File: src/hdl/lfvs_pkg.sv
// lfvs_pkg: register map, limits, reset values, timing and carrier types
// for the low-frequency swing suppression parameter block.
// assumes a 16-bit parameter port and a 50 MHz system clock.

package lfvs_pkg;

	// -------------------------------------------------------------
	// port widths
	// -------------------------------------------------------------
	localparam int ADDR_W = 10; // parameter address width
	localparam int DATA_W = 16; // parameter data width
	localparam int ERR_W = 32; // position error width, pulses

	// -------------------------------------------------------------
	// parameter addresses
	// -------------------------------------------------------------
	localparam logic [9:0] ADDR_F1_FREQ = 10'h148; // first set frequency
	localparam logic [9:0] ADDR_F1_GAIN = 10'h14A; // first set gain
	localparam logic [9:0] ADDR_F2_FREQ = 10'h14C; // second set frequency
	localparam logic [9:0] ADDR_F2_GAIN = 10'h14E; // second set gain
	localparam logic [9:0] ADDR_MODE = 10'h154; // auto search mode
	localparam logic [9:0] ADDR_THR = 10'h156; // detection level
	localparam logic [9:0] ADDR_STATUS = 10'h15E; // read-only status

	// -------------------------------------------------------------
	// reset values
	// -------------------------------------------------------------
	localparam logic [15:0] RST_FREQ = 16'h03E8; // 100.0 Hz
	localparam logic [15:0] RST_GAIN = 16'h0000; // filter off
	localparam logic [15:0] RST_MODE = 16'h0000; // fixed settings
	localparam logic [15:0] RST_THR = 16'h01F4; // 500 pulses

	// -------------------------------------------------------------
	// value limits and codes
	// -------------------------------------------------------------
	localparam logic [15:0] FREQ_MIN = 16'h000A; // 1.0 Hz in 0.1 Hz
	localparam logic [15:0] FREQ_MAX = 16'h03E8; // 100.0 Hz in 0.1 Hz
	localparam logic [15:0] GAIN_MIN = 16'h0000; // off
	localparam logic [15:0] GAIN_MAX = 16'h0009; // strongest
	localparam logic [15:0] THR_MIN = 16'h0001; // pulses
	localparam logic [15:0] THR_MAX = 16'h1F40; // 8000 pulses
	localparam logic [15:0] MODE_FIXED = 16'h0000; // manual settings
	localparam logic [15:0] MODE_AUTO = 16'h0001; // automatic search
	localparam logic [15:0] FOUND_GAIN = 16'h0001; // gain after a find

	// status bit positions
	localparam int ST_BUSY = 0; // search running
	localparam int ST_F1_ON = 1; // first set active
	localparam int ST_F2_ON = 2; // second set active
	localparam int ST_FOUND = 3; // last search found a frequency
	localparam int ST_MISS = 4; // last search ended empty

	// -------------------------------------------------------------
	// timing
	// -------------------------------------------------------------
	localparam int CLK_HZ = 50_000_000; // system clock rate
	localparam int SEARCH_WINDOW_MS = 10000; // 10 s gives 0.1 Hz steps
	localparam int SEARCH_WINDOW_CYC = CLK_HZ / 1000 * SEARCH_WINDOW_MS;

	// -------------------------------------------------------------
	// carrier types
	// -------------------------------------------------------------
	// one filter set as handed to the servo loop
	typedef struct packed {
		logic active; // set engaged, else bypassed
		logic [15:0] freq; // 0.1 Hz units
		logic [15:0] gain; // 0..9
	} lfvs_filt_s;

	// outcome of one search window
	typedef struct packed {
		logic done; // one-cycle end marker
		logic found; // a swing frequency was seen
		logic [15:0] freq; // clamped frequency, 0.1 Hz
	} lfvs_result_s;

	// detector sequencer
	typedef enum logic [0:0] {
		LFVS_IDLE = 1'b0,
		LFVS_RUN = 1'b1
	} lfvs_det_e;

endpackage

File: src/hdl/lfvs_swing_detect.sv
// lfvs_swing_detect: counts full swings of the position error that pass
// the detection level on both sides over a fixed window.
// assumes pos_err is synchronous to clk_sys, one sample per cycle.

`timescale 1ns/1ps
`default_nettype none

module lfvs_swing_detect
	import lfvs_pkg::*;
#(
	parameter int unsigned WINDOW_CYCLES = SEARCH_WINDOW_CYC
)
(
	input wire logic clk_sys,
	input wire logic nrst,
	input wire logic start,
	input wire logic abort,
	input wire logic [15:0] threshold,
	input wire logic signed [31:0] pos_err,
	output logic busy,
	output lfvs_result_s result
);

	// -------------------------------------------------------------
	// state
	// -------------------------------------------------------------
	typedef struct packed {
		lfvs_det_e st; // sequencer
		logic [31:0] win_cnt; // cycles into window
		logic [15:0] swing_cnt; // full swings seen
		logic low_seen; // error went below -level
		lfvs_result_s res; // registered outcome
	} lfvs_det_s;

	lfvs_det_s st_r; // registered state
	lfvs_det_s st_nxt; // next state
	logic signed [31:0] lvl_s; // level as signed pulses
	logic win_end; // last cycle of window

	assign lvl_s = $signed({16'h0000, threshold});
	assign win_end = (st_r.win_cnt == 32'(WINDOW_CYCLES - 1));

	// -------------------------------------------------------------
	// next-state logic
	// -------------------------------------------------------------
	// swing counted on each rise above +level after a dip below -level
	always_comb
	begin
		st_nxt = st_r;
		st_nxt.res.done = 1'b0;
		case (st_r.st)
			LFVS_IDLE:
			begin
				// wait for a search request
				if (start)
				begin
					st_nxt.st = LFVS_RUN;
					st_nxt.win_cnt = 32'h0000_0000;
					st_nxt.swing_cnt = 16'h0000;
					st_nxt.low_seen = 1'b0;
				end
			end
			LFVS_RUN:
			begin
				if (abort)
				begin
					// host cancelled, no result
					st_nxt.st = LFVS_IDLE;
				end
				else if (start)
				begin
					// fresh request restarts the window
					st_nxt.win_cnt = 32'h0000_0000;
					st_nxt.swing_cnt = 16'h0000;
					st_nxt.low_seen = 1'b0;
				end
				else
				begin
					st_nxt.win_cnt = st_r.win_cnt + 32'h0000_0001;
					// vibration judged by error against level
					if (pos_err < -lvl_s)
						st_nxt.low_seen = 1'b1;
					else if (pos_err > lvl_s && st_r.low_seen)
					begin
						st_nxt.low_seen = 1'b0;
						if (st_r.swing_cnt != 16'hFFFF)
							st_nxt.swing_cnt = st_r.swing_cnt + 16'h0001;
					end
					if (win_end)
					begin
						// below 1.0 Hz counts as nothing found
						st_nxt.st = LFVS_IDLE;
						st_nxt.res.done = 1'b1;
						st_nxt.res.found = (st_r.swing_cnt >= FREQ_MIN);
						// clamp into the parameter range
						if (st_r.swing_cnt > FREQ_MAX)
							st_nxt.res.freq = FREQ_MAX;
						else if (st_r.swing_cnt < FREQ_MIN)
							st_nxt.res.freq = FREQ_MIN;
						else
							st_nxt.res.freq = st_r.swing_cnt;
					end
				end
			end
			default:
			begin
				st_nxt.st = LFVS_IDLE;
			end
		endcase
	end

	// -------------------------------------------------------------
	// state register
	// -------------------------------------------------------------
	always_ff @(posedge clk_sys or negedge nrst)
	begin
		if (!nrst)
			st_r <= '0;
		else
			st_r <= st_nxt;
	end

	assign busy = (st_r.st == LFVS_RUN);
	assign result = st_r.res;

	// -------------------------------------------------------------
	// assertions
	// -------------------------------------------------------------
	a_result_clamped: assert property (@(posedge clk_sys) disable iff (!nrst)
		result.done |-> (result.freq >= FREQ_MIN && result.freq <= FREQ_MAX))
		else $error("search result outside frequency range");

	a_found_band: assert property (@(posedge clk_sys) disable iff (!nrst)
		(st_r.st == LFVS_RUN && win_end && !abort && !start)
		|=> result.done && (result.found == ($past(st_r.swing_cnt) >= FREQ_MIN)))
		else $error("found flag does not match swing count");

endmodule

`default_nettype wire

File: src/hdl/lfvs_top.sv
// lfvs_top: parameter registers, auto search control and filter set
// outputs for two low-frequency swing suppression filters.
// assumes a host on the parameter port and position error in pulses.
//
// The plain strobed port was chosen for this implementation.

`timescale 1ns/1ps
`default_nettype none

module lfvs_top
	import lfvs_pkg::*;
#(
	parameter int unsigned WINDOW_CYCLES = SEARCH_WINDOW_CYC
)
(
	input wire logic clk_sys,
	input wire logic nrst,
	input wire logic [9:0] addr,
	input wire logic [15:0] wdata,
	input wire logic wr_en,
	input wire logic rd_en,
	output logic [15:0] rdata,
	input wire logic pos_mode,
	input wire logic signed [31:0] pos_err,
	output lfvs_filt_s filt1,
	output lfvs_filt_s filt2,
	output logic search_busy
);

	// -------------------------------------------------------------
	// state
	// -------------------------------------------------------------
	typedef struct packed {
		logic [15:0] f1_freq; // first set frequency
		logic [15:0] f1_gain; // first set gain
		logic [15:0] f2_freq; // second set frequency
		logic [15:0] f2_gain; // second set gain
		logic [15:0] mode; // auto search mode
		logic [15:0] thr; // detection level
		logic last_found; // last search found
		logic last_miss; // last search ended empty
		logic [15:0] rdata; // read data, one cycle late
		lfvs_filt_s filt1; // registered first set output
		lfvs_filt_s filt2; // registered second set output
	} lfvs_top_s;

	lfvs_top_s st_r; // registered state
	lfvs_top_s st_nxt; // next state
	logic det_start; // begin a search window
	logic det_abort; // cancel a running search
	logic det_busy; // detector is counting
	lfvs_result_s det_res; // detector outcome
	logic wr_mode; // host writes the mode field
	logic wr_f1; // host writes a first set field

	// -------------------------------------------------------------
	// helpers
	// -------------------------------------------------------------
	// bound a written value into its legal range
	function automatic logic [15:0] clamp16(
		input logic [15:0] v,
		input logic [15:0] lo,
		input logic [15:0] hi
	);
		logic [15:0] r;
		r = v;
		if (v < lo)
			r = lo;
		else if (v > hi)
			r = hi;
		return r;
	endfunction

	assign wr_mode = wr_en && (addr == ADDR_MODE);
	assign wr_f1 = wr_en && (addr == ADDR_F1_FREQ || addr == ADDR_F1_GAIN);

	// -------------------------------------------------------------
	// swing detector
	// -------------------------------------------------------------
	lfvs_swing_detect #(
		.WINDOW_CYCLES(WINDOW_CYCLES)
	) u_detect (
		.clk_sys(clk_sys),
		.nrst(nrst),
		.start(det_start),
		.abort(det_abort),
		.threshold(st_r.thr),
		.pos_err(pos_err),
		.busy(det_busy),
		.result(det_res)
	);

	// -------------------------------------------------------------
	// next-state logic
	// -------------------------------------------------------------
	// host writes, search bookkeeping, read mux, filter outputs
	always_comb
	begin
		st_nxt = st_r;
		det_start = 1'b0;
		det_abort = 1'b0;

		// host writes; out of range values are clamped, bad mode codes ignored
		if (wr_en)
		begin
			case (addr)
				ADDR_F1_FREQ:
					st_nxt.f1_freq = clamp16(wdata, FREQ_MIN, FREQ_MAX);
				ADDR_F1_GAIN:
					st_nxt.f1_gain = clamp16(wdata, GAIN_MIN, GAIN_MAX);
				ADDR_F2_FREQ:
					st_nxt.f2_freq = clamp16(wdata, FREQ_MIN, FREQ_MAX);
				ADDR_F2_GAIN:
					st_nxt.f2_gain = clamp16(wdata, GAIN_MIN, GAIN_MAX);
				ADDR_THR:
					st_nxt.thr = clamp16(wdata, THR_MIN, THR_MAX);
				ADDR_MODE:
				begin
					// only 0 is always taken, 1 only in position mode, others ignored
					if (wdata == MODE_FIXED)
					begin
						st_nxt.mode = MODE_FIXED;
						det_abort = 1'b1;
					end
					else if (wdata == MODE_AUTO && pos_mode)
					begin
						// start or restart a search
						st_nxt.mode = MODE_AUTO;
						st_nxt.last_found = 1'b0;
						st_nxt.last_miss = 1'b0;
						det_start = 1'b1;
					end
				end
				default:
				begin
					// unmapped or read-only address, write dropped
				end
			endcase
		end

		// search end; a mode write in the same cycle wins
		if (det_res.done)
		begin
			if (!wr_mode)
				st_nxt.mode = MODE_FIXED;
			st_nxt.last_found = det_res.found;
			st_nxt.last_miss = !det_res.found;
			if (det_res.found)
			begin
				// found frequency overrides a host write here
				st_nxt.f1_freq = det_res.freq;
				st_nxt.f1_gain = FOUND_GAIN;
			end
		end
		else if (!pos_mode && st_r.mode == MODE_AUTO && !wr_mode)
		begin
			// leaving position mode cancels the search with no result
			st_nxt.mode = MODE_FIXED;
			det_abort = 1'b1;
		end

		// read data, valid the cycle after the strobe
		st_nxt.rdata = 16'h0000;
		if (rd_en)
		begin
			case (addr)
				ADDR_F1_FREQ: st_nxt.rdata = st_r.f1_freq;
				ADDR_F1_GAIN: st_nxt.rdata = st_r.f1_gain;
				ADDR_F2_FREQ: st_nxt.rdata = st_r.f2_freq;
				ADDR_F2_GAIN: st_nxt.rdata = st_r.f2_gain;
				ADDR_MODE: st_nxt.rdata = st_r.mode;
				ADDR_THR: st_nxt.rdata = st_r.thr;
				ADDR_STATUS:
				begin
					st_nxt.rdata[ST_BUSY] = det_busy;
					st_nxt.rdata[ST_F1_ON] = st_r.filt1.active;
					st_nxt.rdata[ST_F2_ON] = st_r.filt2.active;
					st_nxt.rdata[ST_FOUND] = st_r.last_found;
					st_nxt.rdata[ST_MISS] = st_r.last_miss;
				end
				default: st_nxt.rdata = 16'h0000; // unmapped reads zero
			endcase
		end

		// two independent sets, each bypassed at gain zero
		st_nxt.filt1.active = pos_mode && (st_r.f1_gain != 16'h0000);
		st_nxt.filt1.freq = st_r.f1_freq;
		st_nxt.filt1.gain = st_r.f1_gain;
		st_nxt.filt2.active = pos_mode && (st_r.f2_gain != 16'h0000);
		st_nxt.filt2.freq = st_r.f2_freq;
		st_nxt.filt2.gain = st_r.f2_gain;
	end

	// -------------------------------------------------------------
	// state register
	// -------------------------------------------------------------
	always_ff @(posedge clk_sys or negedge nrst)
	begin
		if (!nrst)
		begin
			st_r <= '0;
			st_r.f1_freq <= RST_FREQ;
			st_r.f1_gain <= RST_GAIN;
			st_r.f2_freq <= RST_FREQ;
			st_r.f2_gain <= RST_GAIN;
			st_r.mode <= RST_MODE;
			st_r.thr <= RST_THR;
			st_r.filt1.freq <= RST_FREQ;
			st_r.filt2.freq <= RST_FREQ;
		end
		else
			st_r <= st_nxt;
	end

	// -------------------------------------------------------------
	// outputs
	// -------------------------------------------------------------
	assign rdata = st_r.rdata;
	assign filt1 = st_r.filt1;
	assign filt2 = st_r.filt2;
	assign search_busy = det_busy;

	// -------------------------------------------------------------
	// assertions
	// -------------------------------------------------------------
	a_gain_bypass: assert property (@(posedge clk_sys) disable iff (!nrst)
		(st_r.f1_gain == 16'h0000 || st_r.f2_gain == 16'h0000)
		|=> !(filt1.active && $past(st_r.f1_gain) == 16'h0000)
		&& !(filt2.active && $past(st_r.f2_gain) == 16'h0000))
		else $error("filter set active with zero gain");

	a_mode_gate: assert property (@(posedge clk_sys) disable iff (!nrst)
		!pos_mode |=> !filt1.active && !filt2.active)
		else $error("filter active outside position mode");

	a_freq_range: assert property (@(posedge clk_sys) disable iff (!nrst)
		st_r.f1_freq >= FREQ_MIN && st_r.f1_freq <= FREQ_MAX
		&& st_r.f2_freq >= FREQ_MIN && st_r.f2_freq <= FREQ_MAX)
		else $error("frequency parameter out of range");

	a_gain_range: assert property (@(posedge clk_sys) disable iff (!nrst)
		st_r.f1_gain <= GAIN_MAX && st_r.f2_gain <= GAIN_MAX)
		else $error("gain parameter out of range");

	a_mode_values: assert property (@(posedge clk_sys) disable iff (!nrst)
		st_r.mode == MODE_FIXED || st_r.mode == MODE_AUTO)
		else $error("mode field holds illegal value");

	a_level_range: assert property (@(posedge clk_sys) disable iff (!nrst)
		st_r.thr >= THR_MIN && st_r.thr <= THR_MAX)
		else $error("detection level out of range");

	a_search_start: assert property (@(posedge clk_sys) disable iff (!nrst)
		(wr_mode && wdata == MODE_AUTO && pos_mode)
		|=> search_busy && st_r.mode == MODE_AUTO)
		else $error("search did not start on mode write");

	a_found_store: assert property (@(posedge clk_sys) disable iff (!nrst)
		(det_res.done && det_res.found && !wr_mode)
		|=> st_r.mode == MODE_FIXED && st_r.f1_gain == FOUND_GAIN
		&& st_r.f1_freq == $past(det_res.freq))
		else $error("found frequency not stored");

	a_miss_clear: assert property (@(posedge clk_sys) disable iff (!nrst)
		(det_res.done && !det_res.found && !wr_mode && !wr_f1)
		|=> st_r.mode == MODE_FIXED && $stable(st_r.f1_gain))
		else $error("empty search left mode set or moved gain");

	a_read_late: assert property (@(posedge clk_sys) disable iff (!nrst)
		(rd_en && addr == ADDR_F2_GAIN) |=> rdata == $past(st_r.f2_gain))
		else $error("second set gain read back wrong");

	c_search_found: cover property (@(posedge clk_sys) disable iff (!nrst)
		det_res.done && det_res.found);

	c_search_miss: cover property (@(posedge clk_sys) disable iff (!nrst)
		det_res.done && !det_res.found);

	c_search_abort: cover property (@(posedge clk_sys) disable iff (!nrst)
		search_busy && wr_mode && wdata == MODE_FIXED);

	c_both_active: cover property (@(posedge clk_sys) disable iff (!nrst)
		filt1.active && filt2.active);

endmodule

`default_nettype wire

File: config.mk
export PLATFORM = sky130hd
export DESIGN_NAME = lfvs_top
export DESIGN_NICKNAME = d
export VERILOG_FILES = /design/src/hdl/lfvs_pkg.sv /design/src/hdl/lfvs_swing_detect.sv /design/src/hdl/lfvs_top.sv
export SDC_FILE = /design/constraint.sdc
export NUM_CORES = 1
export LEC_CHECK = 0
export ABC_CLOCK_PERIOD_IN_PS = 8700
export BUFFER_PORTS_ARGS = -buffer_cell sky130_fd_sc_hd__buf_2
export CORE_ASPECT_RATIO = 0.5
export CORE_MARGIN = 2
export CORE_UTILIZATION = 60
export DETAILED_ROUTE_END_ITERATION = 8
export HOLD_SLACK_MARGIN = 0.12
export PLACE_DENSITY = 0.9
export SLEW_MARGIN = 20
export SYNTH_ARGS = -nofsm -noshare
export SYNTH_HDL_FRONTEND = slang
export SYNTH_HIERARCHICAL = 1
export SYNTH_SLANG_ARGS = --single-unit
File: constraint.sdc
create_clock -name clk_sys -period 8.7 [get_ports clk_sys]
set_input_delay 0.87 -clock clk_sys [delete_from_list [all_inputs] [get_ports clk_sys]]
set_output_delay 0.87 -clock clk_sys [all_outputs]
set_load 0.02 [all_outputs]
== Yosys cells after proc, flatten, opt, wreduce, memory -nomap -nowiden ==
Index checks and enable logic that the tools add are counted.

* $mul: 0
* Divide/modulo/power cells: 0
* Eq/ne operators: 18
* $lt $le $gt $ge: 11
* Reductions and logical operators: 24
* Multiplexer cells: 52
* Bitwise logic cells: 3
* Add/sub/neg operators: 3
* Shifts and indexed selects: 0

{| class="wikitable"
|+ Operator list
! kind !! number
|-
| $mux 16 || 22
|-
| $pmux 50 s2 || 1
|-
| $mux 98 || 1
|-
| $eq 10x9->1 const B || 7
|-
| $mux 67 || 1
|-
| $pmux 11 s6 || 1
|-
| $mux 32 || 2
|-
| $mux 18 || 3
|-
| $mux 50 || 1
|-
| $mux 49 || 1
|-
| $pmux 5 s7 || 1
|-
| $add 32x1->32 const B || 1
|-
| $eq 16x1->1 const B || 2
|-
| $eq 32x29->1 const B || 1
|-
| $gt 16x10->1 const B || 2
|-
| $gt 32x17->1 || 1
|-
| $lt 16x1->1 const B || 2
|-
| $lt 16x4->1 const B || 2
|-
| $lt 32x32->1 || 1
|-
| $neg 16->32 || 1
|-
| $reduce_bool 16->1 || 2
|-
| $mux 17 || 1
|-
| $add 16x1->16 const B || 1
|-
| $ge 16x4->1 const B || 1
|-
| 18 further kinds || 52
|}

* Word-level logic and storage cells: 133
* Register bits: 248
* Memory bits (read-only): 0
* Bits in writable memories: 0
* Output and inout port bits: 83
* Memories: 0
* Bits in latches: 0

== Logic depth before layout (Yosys ltp) ==
* Depth after elaboration: 9
* Mapped depth: 17
* Mapped depth without buffers: 16

== By module ==
Netlist, hierarchy kept.

{| class="wikitable"
|+ By module, submodules not included
! module !! cells each !! area an instance (um^2) !! sequential area each (um^2) !! times used
|-
| lfvs_top || 641 || 7,572.3 || 4,541.9 || 1
|-
| lfvs_swing_detect || 636 || 5,313.8 || 1,701.6 || 1
|}

== Worst setup path after synthesis ==
No wires, ideal clock.

* Path type: register -> register
* Start: register st_r[87] in the netlist's numbering
* End: register u_detect/st_r[20] in the netlist's numbering
* Period minus slack after synthesis: 3.531 ns
* Stages on the path, launching flop included: 18
* Arrival time: 3.451 ns
* Data required time: 8.620 ns
* Slack: 5.169 ns
* Cells stage by stage: dfrtp_1 -> inv_1 -> nand4_1 -> nor4_1 -> and3_1 -> nand2_1 -> nor3_1 -> ha_1 -> inv_1 -> ha_1 -> nand4_1 -> inv_1 -> a221o_1 -> o31ai_2 -> a31oi_2 -> a22o_4 -> buf_6 -> o22ai_2

* Longest elaborated chain between the ends: 4
* Elaborated cells between the ends (all ways): 7
* Those cells by class: add/sub: 1; order compare: 2; eq/ne: 2; reduce/logical: 2

{| class="wikitable"
|+ RTL lines
! item !! line !! RTL
|-
| start, declared || lfvs_top.sv:47 || <nowiki>lfvs_top_s st_r;</nowiki>
|-
| start signal, assigned || lfvs_top.sv:212 || <nowiki>st_r <= st_nxt;</nowiki>
|-
| $neg 16->32 / $gt 32x17->1 (equally long branches) || lfvs_swing_detect.sv:81, lfvs_swing_detect.sv:83 ||
|-
| $lt 32x32->1 / $logic_and 1x1->1 (equally long branches) || lfvs_swing_detect.sv:81, lfvs_swing_detect.sv:83 ||
|-
| $ne 3x3->1 (no line) || - ||
|-
| $reduce_and 5->1 (no line) * || - ||
|-
| end signal, assigned || lfvs_swing_detect.sv:120 || <nowiki>st_r <= st_nxt;</nowiki>
|-
| end, declared || lfvs_swing_detect.sv:35 || <nowiki>lfvs_det_s st_r;</nowiki>
|}

Mark *: on every way between the ends. The rest lies on a longest branch, timed or not.
A chain may end at the register's enable or synchronous reset.

== Final worst setup path ==
* Start: register st_r[87] in the netlist's numbering
* End: register u_detect/st_r[26] in the netlist's numbering

The elaborated chain is that of the path after synthesis.

==> run metrics <==
layout cells sized above 1 20.53%; Post-CTS Hold Buffers 0; Post-Syn Area 12890 um^2; Slew @ Worst Pin 1.124 ns; clock skew 0.01237 ns; worst-skew pair later-pin latency 0.51 ns; global-route wire length before repair 53.50 mm; leak pwr 6.311 nW; Port-buffer cells 145; Clk pin slew, worst setup/hold paths 0.07 ns; status complete, no violations; post-synthesis cell type count 76; Die Span Y 107.6 um; post-CTS setup buffers 0; pin count of the biggest net entering global routing 93; Final setup viols 0; Site Rows 37; RD Place Congestion 0.9808; final WL 33.85 mm; total core area 20790 um^2; Via Count 10415; chip width 211.3 um; Synth Instances 1277; Setup TNS 0 ns; CP cell instances inv_1 > nand4_1 > nor4_1 > and3_1 > nand2_1 > nor3_1 > xnor2_1 > ha_1 > nand4_1 > a2111oi_2 > o31ai_2 > a31oi_2 > nand3_1 > o221ai_1; adder-cell area share of the yosys netlist 5.049%; Max Slew Vio Count 0; DRT Pass-1 Iters 9; Synth area leaders dfrtp_1 42%, dfstp_2 6.1%, buf_4 5.8%, ha_1 5.0%, nand2_1 3.7%; Net Count, Synth 1392; initial antenna violation count 3; r2r startpoint st_r[87]$_DFFE_PN0P_; filler instances 1510; Area Overhead vs Synth 6.787%; CTS sink count 248; FF+latch count, synth 248; Main synth FF type dfrtp_1; root buffer cell clkbuf_16; setup repair after global routing missed its margin no; Routed WL per cell 21.37 um; final net count 1409; crit end category flop; TritonCTS Buffers 22; peak supply drop 97.32 uV; Die Footprint 22740 um^2; Synth Warn # 6; CP Class flop to flop; post-synth top area share 42.33%; total track usage 30.21%; Hold/Removal Path Class input pin to async pin; fin area 13760 um^2; synthesized area per cell 10.09 um^2; Tmin final 4.809 ns; post-DP HPWL 23.98 mm; Sequential cell area 6243 um^2; top cells by count, synth 218 x dfrtp_1, 127 x nand2_1, 100 x buf_4; Compound-Gate Fraction of Synth Area 12.50%; largest family of logic cells by synthesized area simple AND/OR/NAND/NOR gates; Ports 146; Fmax 207.9 MHz; Post-Synth XOR/XNOR Area 0.9515%; Overflow after GRT 0; Post-route DRC 0; Post-synth ARST share 100.0%; Yosys top cell by area dfrtp_1; Synth Area in Simple Gates 20.23%; Worst path slowest cell a31oi_2; initial DRC count 1246; sequential area share after synthesis 48.45%; Vias/cell 6.575; antenna-violating nets left 0; Max clock buf depth 3; TritonCTS clock tree built; CP startpoint st_r[87]$_DFFE_PN0P_; most frequent cell after synthesis dfrtp_1; mux contribution to synthesized area 3.699%; DP Area 13010 um^2; final worst-path cycle share 55.28%; # resized after CTS 0; EDFF count, synth 0; Max-slew headroom 24.82%; CP arrival 5.23 ns; Final Hold Fails 0; H-tree Lvls 1; type of origin of the critical path flop; crit-path max FO 16; Starting Density 61.99%; vias in the first global route 10045; Top cell by count, worst path nand4_1; Max-Cap Viols 0; power per cell area 169.0 nW/um^2; Worst EP required 9.12 ns; Crit path largest cell delay 0.92 ns; Multi-input gate area 5507 um^2
[stage by stage]
stage	total power, W	setup slack (ns)	hold slack [ns]	util [%]	cells
floorplan	0.001296	5.169	0.3572	-	1277
global placement	0.001364	4.428	0.3623	62.60	1543
detailed placement	0.001375	4.072	0.3661	62.60	1543
CTS	0.002328	4.057	0.3743	66.03	1583
global route	0.002404	3.576	0.3799	66.20	1584
finish	0.002326	3.891	0.3587	66.20	1584
[layer usage]
metal | vias to the layer above | GRT usage [%] | share of wire (%)
li1 | 4517 | - | -
met1 | 5112 | 40.15 | 39
met2 | 640 | 49.08 | 47
met3 | 142 | 6.184 | 9.7
met4 | 4 | 12.42 | 4.3
met5 | - | 0 | 0.080
[where the power goes]
group | total (W) | leakage (nW) | internal [W] | switching, W
Combinational | 0.000194 | 2.75 | 0.0000688 | 0.000125
Clock | 0.000966 | 0.354 | 0.000539 | 0.000427
Sequential | 0.00117 | 3.21 | 0.00116 | 0.00000548
Total | 0.00233 | 6.31 | 0.00177 | 0.000558
[path summary, 6_finish.rpt]
check / to / slack, ns / cells past startpoint
worst min-delay path: u_detect/st_r[26]$_DFFE_PN0P_ / 0.36 / 1
min in group clk_sys: filt2[19]$_DFF_PN1_ / 0.37 / 0
worst min register to register: filt2[19]$_DFF_PN1_ / 0.37 / 0
max in group asynchronous: filt1[8]$_DFF_PN0_ / 6.99 / 2
worst max register to register: u_detect/st_r[26]$_DFFE_PN0P_ / 3.89 / 14
worst max-delay path: u_detect/st_r[26]$_DFFE_PN0P_ / 3.89 / 14
[sequential cells by signal (all words and copies together), names as in the netlist]
register         flops
rdata               16
st_r                34
u_detect/busy        1
u_detect/st_r       49
filt2               33
u_detect/result     18
filt1               33
st_nxt              64
[cell usage in the layout, fill, tap and decap left out, types with 6 or more instances in the layout]
cell type	n
a211oi_1	7
a21o_1	12
a21oi_1	36
a222oi_1	8
a31oi_1	16
a41oi_1	14
and2_1	35
and3_1	20
buf_2	144
clkbuf_1	6
clkbuf_16	23
clkbuf_8	6
dfrtp_1	218
dfstp_2	30
ha_1	52
inv_1	45
mux2i_1	6
mux4_2	16
nand2_1	127
nand2b_1	13
nand3_1	46
nand4_1	26
nor2_1	76
nor2b_1	43
nor3_1	30
nor4_1	40
o21a_1	6
o21ai_0	75
o31ai_1	18
xnor2_1	13
[cell families (layout without fill, tap and decap cells)]
logic type,after synthesis,count (layout)
AND/OR/NAND/NOR,492,492
AO/OA/AOI/OAI,241,241
multiplexers,27,27
buffers and inverters,203,236
XOR/XNOR,14,14
adder cells (fa/ha/maj),52,52
other,0,1
flip-flops,248,248
[worst max-delay path, delay by kind of cell (launching register included)]
kind | cells | cell delay, ns
DFF | 1 | 0.42
xor gates and xnor gates | 1 | 0.12
adders and majority gates | 1 | 0.32
buffers and inverters | 1 | 0.18
and+or+nand+nor | 7 | 1.96
AOI/OAI and AO/OA | 4 | 1.71
[cell type report]
class,instances,area share [%]
Timing Repair Buffer,151,5.701
Antenna cell,1,0.01819
Sequential cell,248,45.37
Inverter,45,1.227
Tap cell,273,2.482
Multi-Input combinational cell,826,40.02
Clock inverter,5,0.2364
Clock buffer,35,4.946
Note: power is estimated with default switching activity, not from simulation.
